### config.mk
export PLATFORM = sky130hd
export DESIGN_NAME = booth_source_flat
export DESIGN_NICKNAME = d
export VERILOG_FILES = /design/src/shared/booth_pkg.sv /design/src/shared/booth_link_if.sv /design/src/rtl/booth_source.sv /design/src/flat_wrapper.sv
export SDC_FILE = /design/constraint.sdc
export NUM_CORES = 1
export LEC_CHECK = 0
export BUFFER_PORTS_ARGS = -buffer_cell sky130_fd_sc_hd__buf_2
export CORE_UTILIZATION = 40
export DETAILED_ROUTE_END_ITERATION = 10
export SYNTH_ARGS = -nofsm -noshare
export SYNTH_HDL_FRONTEND = slang
export SYNTH_SLANG_ARGS = --single-unit
export TNS_END_PERCENT = 5
### constraint.sdc
create_clock -name clock -period 3 [get_ports clock]
set_clock_uncertainty 0.05 [all_clocks]
set_input_delay 0.45 -clock clock [delete_from_list [all_inputs] [get_ports clock]]
set_output_delay 0.45 -clock clock [all_outputs]
set_load 0.01 [all_outputs]
### src/shared/booth_pkg.sv
package booth_pkg;

  localparam int WORD_W = 8;
  localparam int PROD_W = 2 * WORD_W;
  localparam int SIGN_IDX = WORD_W - 1;
  localparam int FIFO_DEPTH = 32;
  localparam int CNT_W = 5;

  // clock period and the figures of one multiplication, in clock periods
  localparam real CLOCK_PERIOD_NS = 4.0;
  localparam int TOTAL_PERIODS = 18;
  localparam int LOAD_PERIODS = 1;
  localparam logic [CNT_W-1:0] FIRST_SAMPLE = 5'h01;
  localparam logic [CNT_W-1:0] LAST_SAMPLE = 5'(TOTAL_PERIODS - LOAD_PERIODS - 1);

  localparam logic [WORD_W-1:0] WORD_RESET = 8'h00;
  localparam logic [PROD_W-1:0] PROD_RESET = 16'h0000;

  // booth action codes shown on the slice's status port
  localparam logic [1:0] ACT_SHIFT = 2'h0;
  localparam logic [1:0] ACT_ADD = 2'h1;
  localparam logic [1:0] ACT_SUB = 2'h2;

  typedef enum logic [3:0] {
    SRC_IDLE = 4'b0001,
    SRC_LOAD = 4'b0010,
    SRC_RUN = 4'b0100,
    SRC_PUSH = 4'b1000
  } src_state_t;

  // two-bit sum of three bits
  function automatic logic [1:0] full_add(input logic a, input logic b, input logic c);
    full_add = {1'b0, a} + {1'b0, b} + {1'b0, c};
  endfunction : full_add

  // multiplier bit for a period, the sign bit repeated past the top
  function automatic logic pick_bit(input logic [WORD_W-1:0] w, input logic [CNT_W-1:0] idx);
    pick_bit = (idx > 5'(SIGN_IDX)) ? w[SIGN_IDX] : w[idx[2:0]];
  endfunction : pick_bit

endpackage : booth_pkg

### src/shared/booth_link_if.sv
`timescale 1ns/1ps
`default_nettype none
interface booth_link_if;
  logic [7:0] multiplicand_in;
  logic async_master_clear_n;
  logic serial_multiplier;
  logic serial_expansion;
  logic mode_control;
  logic serial_product;

  modport slice (
    input multiplicand_in,
    input async_master_clear_n,
    input serial_multiplier,
    input serial_expansion,
    input mode_control,
    output serial_product
  );

  modport source (
    output multiplicand_in,
    output async_master_clear_n,
    output serial_multiplier,
    output serial_expansion,
    output mode_control,
    input serial_product
  );
endinterface : booth_link_if
`default_nettype wire

### src/rtl/booth_source.sv
`timescale 1ns/1ps
`default_nettype none
module booth_product_fifo
  import booth_pkg::*;
#(
  parameter int WIDTH = PROD_W,
  parameter int DEPTH = FIFO_DEPTH
) (
  input wire logic clock,                  // rising edge clock
  input wire logic reset,                  // synchronous, active high
  input wire logic in_valid,               // word offered
  output logic in_ready,                   // room for a word
  input wire logic [WIDTH-1:0] in_data,    // word in
  output logic out_valid,                  // word available
  input wire logic out_ready,              // consumer takes word
  output logic [WIDTH-1:0] out_data        // word out
);
  localparam int AW = $clog2(DEPTH);

  logic [WIDTH-1:0] mem [DEPTH];
  logic [AW:0] wr_reg;
  logic [AW:0] rd_reg;
  logic out_valid_reg;
  logic [WIDTH-1:0] out_data_reg;

  wire logic full;
  wire logic empty;
  wire logic do_write;
  wire logic do_load;

  assign full = (wr_reg[AW] != rd_reg[AW]) && (wr_reg[AW-1:0] == rd_reg[AW-1:0]);
  assign empty = (wr_reg == rd_reg);
  assign do_write = in_valid && !full;
  assign do_load = !empty && (!out_valid_reg || out_ready);

  always_ff @(posedge clock) begin
    if (do_write) begin
      mem[wr_reg[AW-1:0]] <= in_data;
    end
  end

  always_ff @(posedge clock) begin
    if (reset) begin
      wr_reg <= '0;
      rd_reg <= '0;
      out_valid_reg <= 1'b0;
      out_data_reg <= '0;
    end else begin
      if (do_write) begin
        wr_reg <= wr_reg + 1'b1;
      end
      if (do_load) begin
        rd_reg <= rd_reg + 1'b1;
        out_data_reg <= mem[rd_reg[AW-1:0]];
        out_valid_reg <= 1'b1;
      end else if (out_ready) begin
        out_valid_reg <= 1'b0;
      end
    end
  end

  assign in_ready = !full;
  assign out_valid = out_valid_reg;
  assign out_data = out_data_reg;
endmodule : booth_product_fifo

module booth_source
  import booth_pkg::*;
(
  input wire logic clock,                      // rising edge clock
  input wire logic reset,                      // synchronous, active high
  input wire logic start_valid,                // operands offered
  output logic start_ready,                    // operands accepted when high
  input wire logic [WORD_W-1:0] start_multiplicand, // multiplicand word
  input wire logic [WORD_W-1:0] start_multiplier,   // multiplier word
  output logic product_valid,                  // product word available
  input wire logic product_ready,              // consumer takes product
  output logic [PROD_W-1:0] product_data,      // sixteen-bit product
  booth_link_if.source link                    // serial link to the slice
);

  src_state_t state_reg;
  src_state_t state_next;
  logic [CNT_W-1:0] cnt_reg;
  logic [WORD_W-1:0] mult_reg;
  logic [WORD_W-1:0] x_reg;
  logic [PROD_W-1:0] prod_reg;
  logic clear_n_reg;
  logic y_reg;
  logic ready_reg;

  wire logic fifo_in_ready;
  wire logic push_valid;
  wire logic sampling;
  wire logic [PROD_W-1:0] prod_shifted;
  wire logic [CNT_W-1:0] cnt_inc;

  assign push_valid = (state_reg == SRC_PUSH);
  assign sampling = (state_reg == SRC_RUN) && (cnt_reg >= FIRST_SAMPLE);
  assign prod_shifted = {link.serial_product, prod_reg[PROD_W-1:1]};
  assign cnt_inc = cnt_reg + 1'b1;

  always_comb begin
    state_next = state_reg;
    case (state_reg)
      SRC_IDLE: begin
        if (start_valid && ready_reg) begin
          state_next = SRC_LOAD;
        end
      end
      SRC_LOAD: begin
        state_next = SRC_RUN;
      end
      SRC_RUN: begin
        if (cnt_reg == LAST_SAMPLE) begin
          state_next = SRC_PUSH;
        end
      end
      SRC_PUSH: begin
        if (fifo_in_ready) begin
          state_next = SRC_IDLE;
        end
      end
      default: begin
        state_next = SRC_IDLE;
      end
    endcase
  end

  always_ff @(posedge clock) begin
    if (reset) begin
      state_reg <= SRC_IDLE;
      cnt_reg <= '0;
      mult_reg <= WORD_RESET;
      x_reg <= WORD_RESET;
      prod_reg <= PROD_RESET;
      clear_n_reg <= 1'b1;
      y_reg <= 1'b0;
      ready_reg <= 1'b0;
    end else begin
      state_reg <= state_next;
      // refuse new operands while the buffer has no room; the full flag settles after a push
      ready_reg <= (state_next == SRC_IDLE) && fifo_in_ready && !push_valid;
      if (state_next == SRC_LOAD) begin
        clear_n_reg <= 1'b0;
        x_reg <= start_multiplicand;
        mult_reg <= start_multiplier;
      end
      if (state_reg == SRC_LOAD) begin
        clear_n_reg <= 1'b1;
        y_reg <= pick_bit(mult_reg, '0);
        cnt_reg <= '0;
      end
      if (state_reg == SRC_RUN) begin
        cnt_reg <= cnt_inc;
        y_reg <= pick_bit(mult_reg, cnt_inc);
      end
      if (sampling) begin
        prod_reg <= prod_shifted;
      end
    end
  end

  booth_product_fifo #(
    .WIDTH(PROD_W),
    .DEPTH(FIFO_DEPTH)
  ) u_fifo (
    .clock(clock),
    .reset(reset),
    .in_valid(push_valid),
    .in_ready(fifo_in_ready),
    .in_data(prod_reg),
    .out_valid(product_valid),
    .out_ready(product_ready),
    .out_data(product_data)
  );

  // one slice covers the whole multiplicand, so no upper inputs need the sign copied
  assign link.multiplicand_in = x_reg;
  assign link.async_master_clear_n = clear_n_reg;
  assign link.serial_multiplier = y_reg;
  // a single slice is the most significant one
  assign link.serial_expansion = 1'b0;
  assign link.mode_control = 1'b0;
  assign start_ready = ready_reg;
endmodule : booth_source
`default_nettype wire

### src/flat_wrapper.sv
// flat-port wrapper written by rule: the top's interface ports become plain ports
module booth_source_flat import booth_pkg::*;
  (clock, reset, start_valid, start_ready, start_multiplicand, start_multiplier, product_valid, product_ready, product_data, link_multiplicand_in, link_async_master_clear_n, link_serial_multiplier, link_serial_expansion, link_mode_control, link_serial_product);
  booth_link_if link_i ();
  input wire logic clock;
  input wire logic reset;
  input wire logic start_valid;
  output logic start_ready;
  input wire logic [WORD_W-1:0] start_multiplicand;
  input wire logic [WORD_W-1:0] start_multiplier;
  output logic product_valid;
  input wire logic product_ready;
  output logic [PROD_W-1:0] product_data;
  output wire logic [$bits(link_i.multiplicand_in)-1:0] link_multiplicand_in;
  output wire logic [$bits(link_i.async_master_clear_n)-1:0] link_async_master_clear_n;
  output wire logic [$bits(link_i.serial_multiplier)-1:0] link_serial_multiplier;
  output wire logic [$bits(link_i.serial_expansion)-1:0] link_serial_expansion;
  output wire logic [$bits(link_i.mode_control)-1:0] link_mode_control;
  input wire logic [$bits(link_i.serial_product)-1:0] link_serial_product;
  assign link_multiplicand_in = link_i.multiplicand_in;
  assign link_async_master_clear_n = link_i.async_master_clear_n;
  assign link_serial_multiplier = link_i.serial_multiplier;
  assign link_serial_expansion = link_i.serial_expansion;
  assign link_mode_control = link_i.mode_control;
  assign link_i.serial_product = link_serial_product;
  booth_source u_core (.clock(clock), .reset(reset), .start_valid(start_valid), .start_ready(start_ready), .start_multiplicand(start_multiplicand), .start_multiplier(start_multiplier), .product_valid(product_valid), .product_ready(product_ready), .product_data(product_data), .link(link_i));
endmodule
==> impl_metrics.yaml, run 1 <==
floorplanning:
  pin_count: 51
  die_width_um: 241
  start_util_pct: 40.4
  core_mm2: 0.0563
  rows: 87
  die_area_mm2: 0.0578
  die_h_um: 241
route:
  ant_nets: 0
  totalWireLength_um: 53400
  viasPerCell: 5.49
  wl_per_cell_um: 24.7
  drtPass1Iterations: 5
  vias: 11900
  drc: 0
  drt_iter0_drc: 1337
timing:
  worst_slew_pin_slew_ns: 1.05
  fin_crit_ns: 2.71
  max_clock_freq_ghz: 0.369
  setup_tns_ns: 0
  final-hold-violation-count: 0
  finalCritPeriodShare_pct: 90.3
  slew_violations: 0
  rsz0062_at_grt: "false"
  relSlewSlack_pct: 29.7
  setup_violations: 0
synth:
  postSynthCellCount: 1225
  synth_top_area_share_pct: 67.6
  async_flop_share_pct: 0
  synth_edf_count: 512
  ys_ff_latch: 585
  synth_area_mm2: 0.0228
  synth_largest_area_cell: "edfxtp_1"
  synth_top_cells_by_count: "edfxtp_1, mux4_2, mux2i_1"
  yosysMostFrequentCell: "edfxtp_1"
  synth_area_leaders: "edfxtp_1, mux4_2, dfxtp_1, mux2i_1, nor2_1"
  avgSynthCellArea_um2: 18.6
  ys_seq_area_share_pct: 74.0
  ys_warn_count: 0
  synth_flop_cell: "edfxtp_1"
  synth.distinct_cells: 56
place:
  dp_hpwl_um: 33400
  post-place-cells: 2050
  io_buffers: 48
  place_congestion: 0.813
clocking:
  h-tree-depth: 2
  post_cts_buffers: 0
  cts_tree: "done"
  path_clk_slew_ns: 0.06
  clock-sinks: 585
  clock_path_buffers: 3
  clock_latency_ns: 0.61
  cts_root_buf: "clkbuf_16"
  numCtsBuffers: 59
power_and_ir_drop:
  p_per_area_mw_per_mm2: 712
  p_leak_nw: 8.44
  ir_drop_uv: 574
setup_path:
  crit_type: "flop to flop"
  start_kind: "flop"
  path_cells: "buf_4 -> mux4_2 -> a22o_1 -> a2111oi_2 -> a21oi_1 -> a22o_1"
  crit_fanout: 24
  cpLargestDelayFamily: "compound AO/OA/AOI/OAI gates"
  crit_slowest_cell: "mux4_2"
  path_buf_inv: 1
  cp-end-kind: "flop"
  crit_required_ns: 3.46
  critical-path-max-stage-delay_ns: 0.55
  path_common_cell: "a22o_1"
  cp_data_arrival_time_ns: 3.17
cells_and_area:
  stdcell_count: 2160
  final_nets: 1386
  largest_reg_flops: 512
  area_delta_synth_final_pct: 15.5
  drive_gt1_share_pct: 24.9
  n_antenna_cell: 0
global_routing:
  grt_max_degree: 55
  grt_pass1_wl_um: 78600
  antenna_found_initial: 1
  grt_usage_pct: 18.8
  grt_pass1_vias: 11700
  grt_overflow: 0
job:
  max_cap_violations: 0
worst_hold_path:
  min_path_type: "input pin to flop"
outcome:
  status: "finished, final reports clean"
-- cell type report --
| class | instances | area, um2 |
|---|---|---|
| well taps | 756 | 946 |
| repair buffers | 142 | 1020 |
| clock inverters | 27 | 233 |
| flip-flops and latches | 585 | 16800 |
| clock buffers | 82 | 1730 |
| multi-input cells | 564 | 5490 |
| inverters | 4 | 15.0 |
| fillers | 4696 | 30000 |
-- power by group --
group / internal, mW / switching, mW / total, mW
Combinational: 1.25 / 1.25 / 2.50
Sequential: 8.81 / 0.0826 / 8.89
Clock: 4.27 / 3.06 / 7.33
-- worst register-to-register path, delay by kind of cell (launching register included) --
| kind | cells | cell delay (ns) |
|---|---|---|
| multiplexers | 1 | 0.56 |
| buffers and inverters | 1 | 0.40 |
| AO/OA/AOI/OAI | 4 | 1.18 |
| flip-flops | 1 | 0.43 |
-- metal layers --
layer / vias up / routed length [um] / track usage [%]
li1: 5208 / - / -
met1: 6150 / 24400 / 27.6
met2: 432 / 24400 / 28.7
met3: 64 / 3770 / 3.59
met4: 0 / 914 / 4.54
met5: - / 0 / 0
-- placed cells by master (no fill, tap or decap), drive strengths merged, types with 10 or more instances in the layout --
cell type / instances
nand2: 49
edfxtp: 512
dfxtp: 73
clkbuf: 82
buf: 141
clkinv: 22
a22oi: 22
mux4: 96
mux2i: 88
a2111oi: 13
nand3: 12
nor2: 78
xnor2: 12
a22o: 20
nor2b: 10
a21oi: 52
o221ai: 16
o22ai: 15
-- worst paths after layout --
path                                                startpoint                              to  slack (ns)  cells past startpoint
worst max-delay path                   u_core.u_fifo.rd_reg[0]       u_core.u_fifo.out_data[4]        0.29                      6
worst min-delay path                     start_multiplicand[7]  u_core.link.multiplicand_in[7]        0.04                      3
worst min register to register  u_core.link.multiplicand_in[6]  u_core.link.multiplicand_in[6]        0.40                      2
worst max register to register         u_core.u_fifo.rd_reg[0]       u_core.u_fifo.out_data[4]        0.29                      6
-- metrics by stage --
step	total power [mW]	utilization (%)	setup slack [ns]	hold slack [ns]	instance area, um2
4_1_cts	18.9	46.7	0.213	0.00679	26300
3_3_place_gp	11.6	43.2	0.222	0.390	24300
6_report	18.7	46.7	0.291	0.0380	26300
5_1_grt	19.3	46.7	0.212	0.0316	26300
3_5_place_dp	11.6	43.2	0.210	0.394	24300
2_1_floorplan	11.0	-	0.368	0.383	22800
-- timing repair --
item / 4_1_cts / 5_1_grt
gates resized for setup: 0 / 0
endpoints found under the hold margin: 1 / 0
hold buffers: 1 / 0
-- cell families (layout without fill, tap and decap cells) --
logic type | after synthesis | after routing | synth area share [%]
xor gates and xnor gates | 17 | 17 | 0.654
AOI/OAI and AO/OA | 164 | 164 | 5.52
buffers and inverters | 77 | 255 | 1.97
adders and majority gates | 9 | 9 | 0.495
muxes | 185 | 185 | 13.5
and+or+nand+nor | 187 | 187 | 3.84
other | 1 | 2 | 0.0165
DFF | 585 | 585 | 74.0
Power figures use the tool's default switching activity.
==> run 2: changes to the inputs <==
CORE_MARGIN = 2   (was not set)
==> run 2 against run 1 <==
  * Critical endpoint is now u_core.u_fifo.out_data[3]
  * Die area rose by 1.7%
  * Wire length fell by 0.86%
  * Critical path depth did not move
  * Hold slack barely moved
  * Via count fell by 0.19%
  * Core utilization rose by 0.64 points
  * Sequential share of layout area fell by 0.87 points
  * Register-to-register slack got worse by 0.23 ns
==> impl_metrics.yaml, run 2 (synthesis results as in run 1) <==
global_routing:
  grt_pass1_vias: 11900
  grt_usage_pct: 18.0
  grt_pass1_wl_um: 78400
  antenna_found_initial: 2
  grt_overflow: 0
  grt_max_degree: 42
setup_path:
  crit_slowest_cell: "a2111oi_2"
  crit_fanout: 23
  critical-path-max-stage-delay_ns: 0.67
  timing.rr.start: "u_core.u_fifo.rd_reg[0]"
  path_buf_inv: 1
  crit_type: "flop to flop"
  cp_data_arrival_time_ns: 3.41
  cpLargestDelayFamily: "compound AO/OA/AOI/OAI gates"
  cp-end-kind: "flop"
  start_kind: "flop"
  path_common_cell: "a22o_1"
  startpoint: "u_core.u_fifo.rd_reg[0]"
  path_cells: "buf_12 -> mux4_1 -> a22o_1 -> a2111oi_2 -> a21oi_1 -> a22o_1"
  crit_required_ns: 3.47
  rrSetupSlack_ns: 0.06
clocking:
  clock_path_buffers: 3
  clock_latency_ns: 0.62
  h-tree-depth: 2
  cts_root_buf: "clkbuf_16"
  clock-sinks: 585
  cts_tree: "done"
  post_cts_resized: 0
  post_cts_buffers: 0
  path_clk_slew_ns: 0.06
  numCtsBuffers: 60
timing:
  setup_violations: 0
  rsz0062_at_grt: "false"
  worst_hold_slack_ns: 0.0375
  slew_violations: 0
  finalWorstSetupSlack_ns: 0.0564
  fin_crit_ns: 2.94
  setup_tns_ns: 0
  final-hold-violation-count: 0
  worst_slew_pin_slew_ns: 1.23
  max_clock_freq_ghz: 0.340
  relSlewSlack_pct: 17.9
  finalCritPeriodShare_pct: 98.1
route:
  vias: 11800
  totalWireLength_um: 53000
  ant_nets: 0
  wl_per_cell_um: 24.4
  drc: 0
  drt-met1-wl_um: 23400
  wl_met3_um: 3460
  drt_iter0_drc: 1175
  maxUsedRoutingLayer: "met5"
  wl_met2_um: 24900
  drtPass1Iterations: 6
  viasPerCell: 5.46
cells_and_area:
  layout_common_cells: "edfxtp_1, mux4_2, mux2i_1, nor2_1, dfxtp_1"
  final_nets: 1393
  register_area_mm2: 0.0168
  n_antenna_cell: 0
  n_fill_cell: 4708
  multiInputGateArea_mm2: 0.00549
  final_common_cell: "edfxtp_1"
  largest_reg_flops: 512
  area_delta_synth_final_pct: 17.1
  drive_gt1_share_pct: 23.9
power_and_ir_drop:
  p_total_mw: 19.1
  ir_drop_uv: 489
  p_per_area_mw_per_mm2: 717
  p_leak_nw: 8.52
floorplanning:
  pin_count: 51
  rows: 87
  die_width_um: 243
  die_area_mm2: 0.0588
  die_h_um: 243
  core_mm2: 0.0563
  start_util_pct: 40.4
worst_hold_path:
  min_path_type: "input pin to flop"
  hp-start: "start_multiplicand[4]"
place:
  place_congestion: 0.788
  dp_hpwl_um: 32500
  dpl_worst_slack_ns: 0.0424
  io_buffers: 48
job:
  max_cap_violations: 0
outcome:
  status: "finished, final reports clean"
## run 2: cell types whose count changed in the layout (fill, tap and decap cells not counted), moves of 5 or more
cell | previous run | this run
clkbuf_8 | 12 | 7
bufinv_16 | 3 | 8
buf_12 | 6 | 25
clkinv_2 | 11 | 3
clkbuf_1 | 8 | 18
dlygate4sd3_1 | 1 | 10
buf_4 | 87 | 65
## run 2: layer usage
layer / global-route usage [%] / vias up
met1: 25.4 / 6140
met5: 0 / -
li1: - / 5239
met4: 5.10 / 2
met2: 28.5 / 371
met3: 3.78 / 80
## run 2: worst paths after layout
path                                                       end  depth (start not counted)
worst max-delay path                 u_core.u_fifo.out_data[3]                          6
worst min-delay path            u_core.link.multiplicand_in[4]                          3
worst max register to register       u_core.u_fifo.out_data[3]                          6
worst min register to register  u_core.link.multiplicand_in[3]                          2
## run 2: timing repair
action                                 in CTS  in global routing
endpoints found under the hold margin      10                  0
setup endpoints to repair                   0                  0
hold buffers                               10                  0
## run 2: report_power, final
| part | internal, mW | switching (mW) | leakage [nW] |
|---|---|---|---|
| Clock | 4.54 | 3.04 | 0.976 |
| Sequential | 8.81 | 0.159 | 5.40 |
| Combinational | 1.31 | 1.23 | 2.14 |
## run 2: through the flow
| stage | util, % | cells | cell area [um2] |
|---|---|---|---|
| finish | 47.3 | 2167 | 26600 |
| global route | 47.3 | 2167 | 26600 |
| CTS | 47.3 | 2167 | 26600 |
| floorplan | - | 1226 | 22800 |
| detailed placement | 43.6 | 2047 | 24500 |
| global placement | 43.6 | 2047 | 24500 |
## run 2: worst register-to-register path, delay by kind of cell (launching register included)
| family | cells | cell delay (ns) |
|---|---|---|
| AOI/OAI and AO/OA | 4 | 1.28 |
| muxes | 1 | 0.59 |
| DFF | 1 | 0.63 |
| buffers and inverters | 1 | 0.30 |
## run 2: final cells by class
class | count | area share, %
clock buffer | 85 | 6.25
multi-input combinational | 564 | 20.6
tap | 756 | 3.55
timing repair buffer | 148 | 4.99
clock inverter | 25 | 1.31
inverter | 4 | 0.0564
sequential | 585 | 63.2
==> run 3: changes to the inputs <==
==> constraint.sdc (replaced) <==
create_clock -name clock -period 3 [get_ports clock]
set_clock_uncertainty 0.05 [all_clocks]
set_input_delay 0.6 -clock clock [delete_from_list [all_inputs] [get_ports clock]]
set_output_delay 0.6 -clock clock [all_outputs]
set_load 0.01 [all_outputs]
==> run 3 against run 2 <==
  * Cell area shrank 1.3%
  * Critical path depth is the same
  * Sequential cell count is the same
  * Sequential share of layout area grew 0.85 points
  * Fmax grew 3.3%
==> impl_metrics.yaml, run 3 (synthesis results as in run 1) <==
cells_and_area:
  largest_reg_flops: 512
  final_common_cell: "edfxtp_1"
  final_nets: 1382
  n_antenna_cell: 0
  final_util_pct: 46.7
  stdcell_count: 2155
  area_delta_synth_final_pct: 15.5
  drive_gt1_share_pct: 24.0
  stdcell_area_mm2: 0.0263
  layout_common_cells: "edfxtp_1, mux4_2, mux2i_1, nor2_1, buf_4"
global_routing:
  grt_usage_pct: 18.3
  grt_pass1_wl_um: 79900
  grt_max_degree: 61
  grt_overflow: 0
  grt_pass1_vias: 11900
  antenna_found_initial: 0
place:
  place_congestion: 0.776
  dp_hpwl_um: 33000
  placed_cell_area_mm2: 0.0245
  post-place-cells: 2048
  io_buffers: 48
  dpl_worst_slack_ns: 0.154
route:
  viasPerCell: 5.45
  ant_nets: 0
  vias: 11700
  wl_per_cell_um: 24.8
  drtPass1Iterations: 5
  drc: 0
  totalWireLength_um: 53400
  drt_iter0_drc: 1051
clocking:
  cts_root_buf: "clkbuf_16"
  cts_tree: "done"
  post_cts_resized: 0
  clock-sinks: 585
  cts_hold_buf: 0
  clock_path_buffers: 3
  post_cts_buffers: 0
  path_clk_slew_ns: 0.06
  h-tree-depth: 2
  clock_latency_ns: 0.63
  numCtsBuffers: 58
timing:
  setup_tns_ns: 0
  fin_crit_ns: 2.85
  finalCritPeriodShare_pct: 95.0
  worst_slew_pin_slew_ns: 1.25
  slew_violations: 0
  worst_hold_slack_ns: 0.172
  rsz0062_at_grt: "false"
  finalWorstSetupSlack_ns: 0.149
  max_clock_freq_ghz: 0.351
  setup_violations: 0
  relSlewSlack_pct: 16.7
  final-hold-violation-count: 0
floorplanning:
  die_width_um: 243
  rows: 87
  pin_count: 51
  die_h_um: 243
  start_util_pct: 40.4
  die_area_mm2: 0.0588
  core_mm2: 0.0563
power_and_ir_drop:
  ir_drop_uv: 506
  p_leak_nw: 8.38
  p_per_area_mw_per_mm2: 700
  p_total_mw: 18.4
setup_path:
  ff2ff_path_depth: 6
  cp_data_arrival_time_ns: 3.31
  path_common_cell: "a22o_1"
  crit_required_ns: 3.45
  start_kind: "flop"
  cpLargestDelayFamily: "compound AO/OA/AOI/OAI gates"
  path_buf_inv: 1
  cp-end-kind: "flop"
  critical-path-max-stage-delay_ns: 0.72
  crit_type: "flop to flop"
  crit_slowest_cell: "a2111oi_2"
  path_cells: "buf_12 -> mux4_1 -> a22o_1 -> a2111oi_2 -> a21oi_1 -> a22o_1"
  path_depth: 6
  crit_fanout: 30
job:
  max_cap_violations: 0
outcome:
  status: "finished, final reports clean"
worst_hold_path:
  hold_depth: 3
  min_path_type: "input pin to flop"
## run 3: cell types whose count changed in the layout (fill, tap and decap cells not counted)
cell           previous run  this run
dlygate4sd3_1            10         0
buf_4                    65        71
bufinv_16                 8         2
clkinv_2                  3         9
buf_12                   25        20
clkinv_1                  9         4
clkbuf_1                 18        22
clkbuf_16                60        59
clkbuf_8                  7         6
clkinv_4                  0         1
clkinv_8                  1         0
## run 3: path summary, 6_finish.rpt
check | startpoint | slack, ns | end
max | u_core.u_fifo.rd_reg[0] | 0.15 | u_core.u_fifo.out_data[13]
min reg2reg | u_core.link.multiplicand_in[5] | 0.40 | u_core.link.multiplicand_in[5]
min | start_multiplicand[6] | 0.17 | u_core.link.multiplicand_in[6]
max reg2reg | u_core.u_fifo.rd_reg[0] | 0.15 | u_core.u_fifo.out_data[13]
## run 3: tightest hold or removal path, delay by kind of cell
kind                   cells  cell delay (ns)
and+or+nand+nor            1             0.04
buffers and inverters      1             0.09
AOI/OAI and AO/OA          1             0.05
## run 3: report_power, final
group          internal, mW  switching (mW)  total (mW)
logic                  1.25            1.26        2.50
registers              8.81           0.127        8.93
clock network          3.95            3.00        6.95
total                  14.0            4.38        18.4
## run 3: layout make-up
| cell class | count | area [um2] |
|---|---|---|
| repair buffers | 139 | 1170 |
| flip-flops and latches | 585 | 16800 |
| clock buffers | 87 | 1640 |
| inverters | 4 | 15.0 |
| well taps | 756 | 946 |
| multi-input cells | 564 | 5490 |
| clock inverters | 20 | 174 |
| fillers | 4748 | 30000 |
## run 3: layer usage
| metal | global-route usage (%) | part of all wire (%) | vias up |
|---|---|---|---|
| met1 | 25.4 | 43 | 6072 |
| li1 | - | - | 5222 |
| met4 | 6.21 | 3.2 | 0 |
| met2 | 28.4 | 47 | 362 |
| met3 | 4.56 | 7.3 | 93 |
| met5 | 0 | 0 | - |
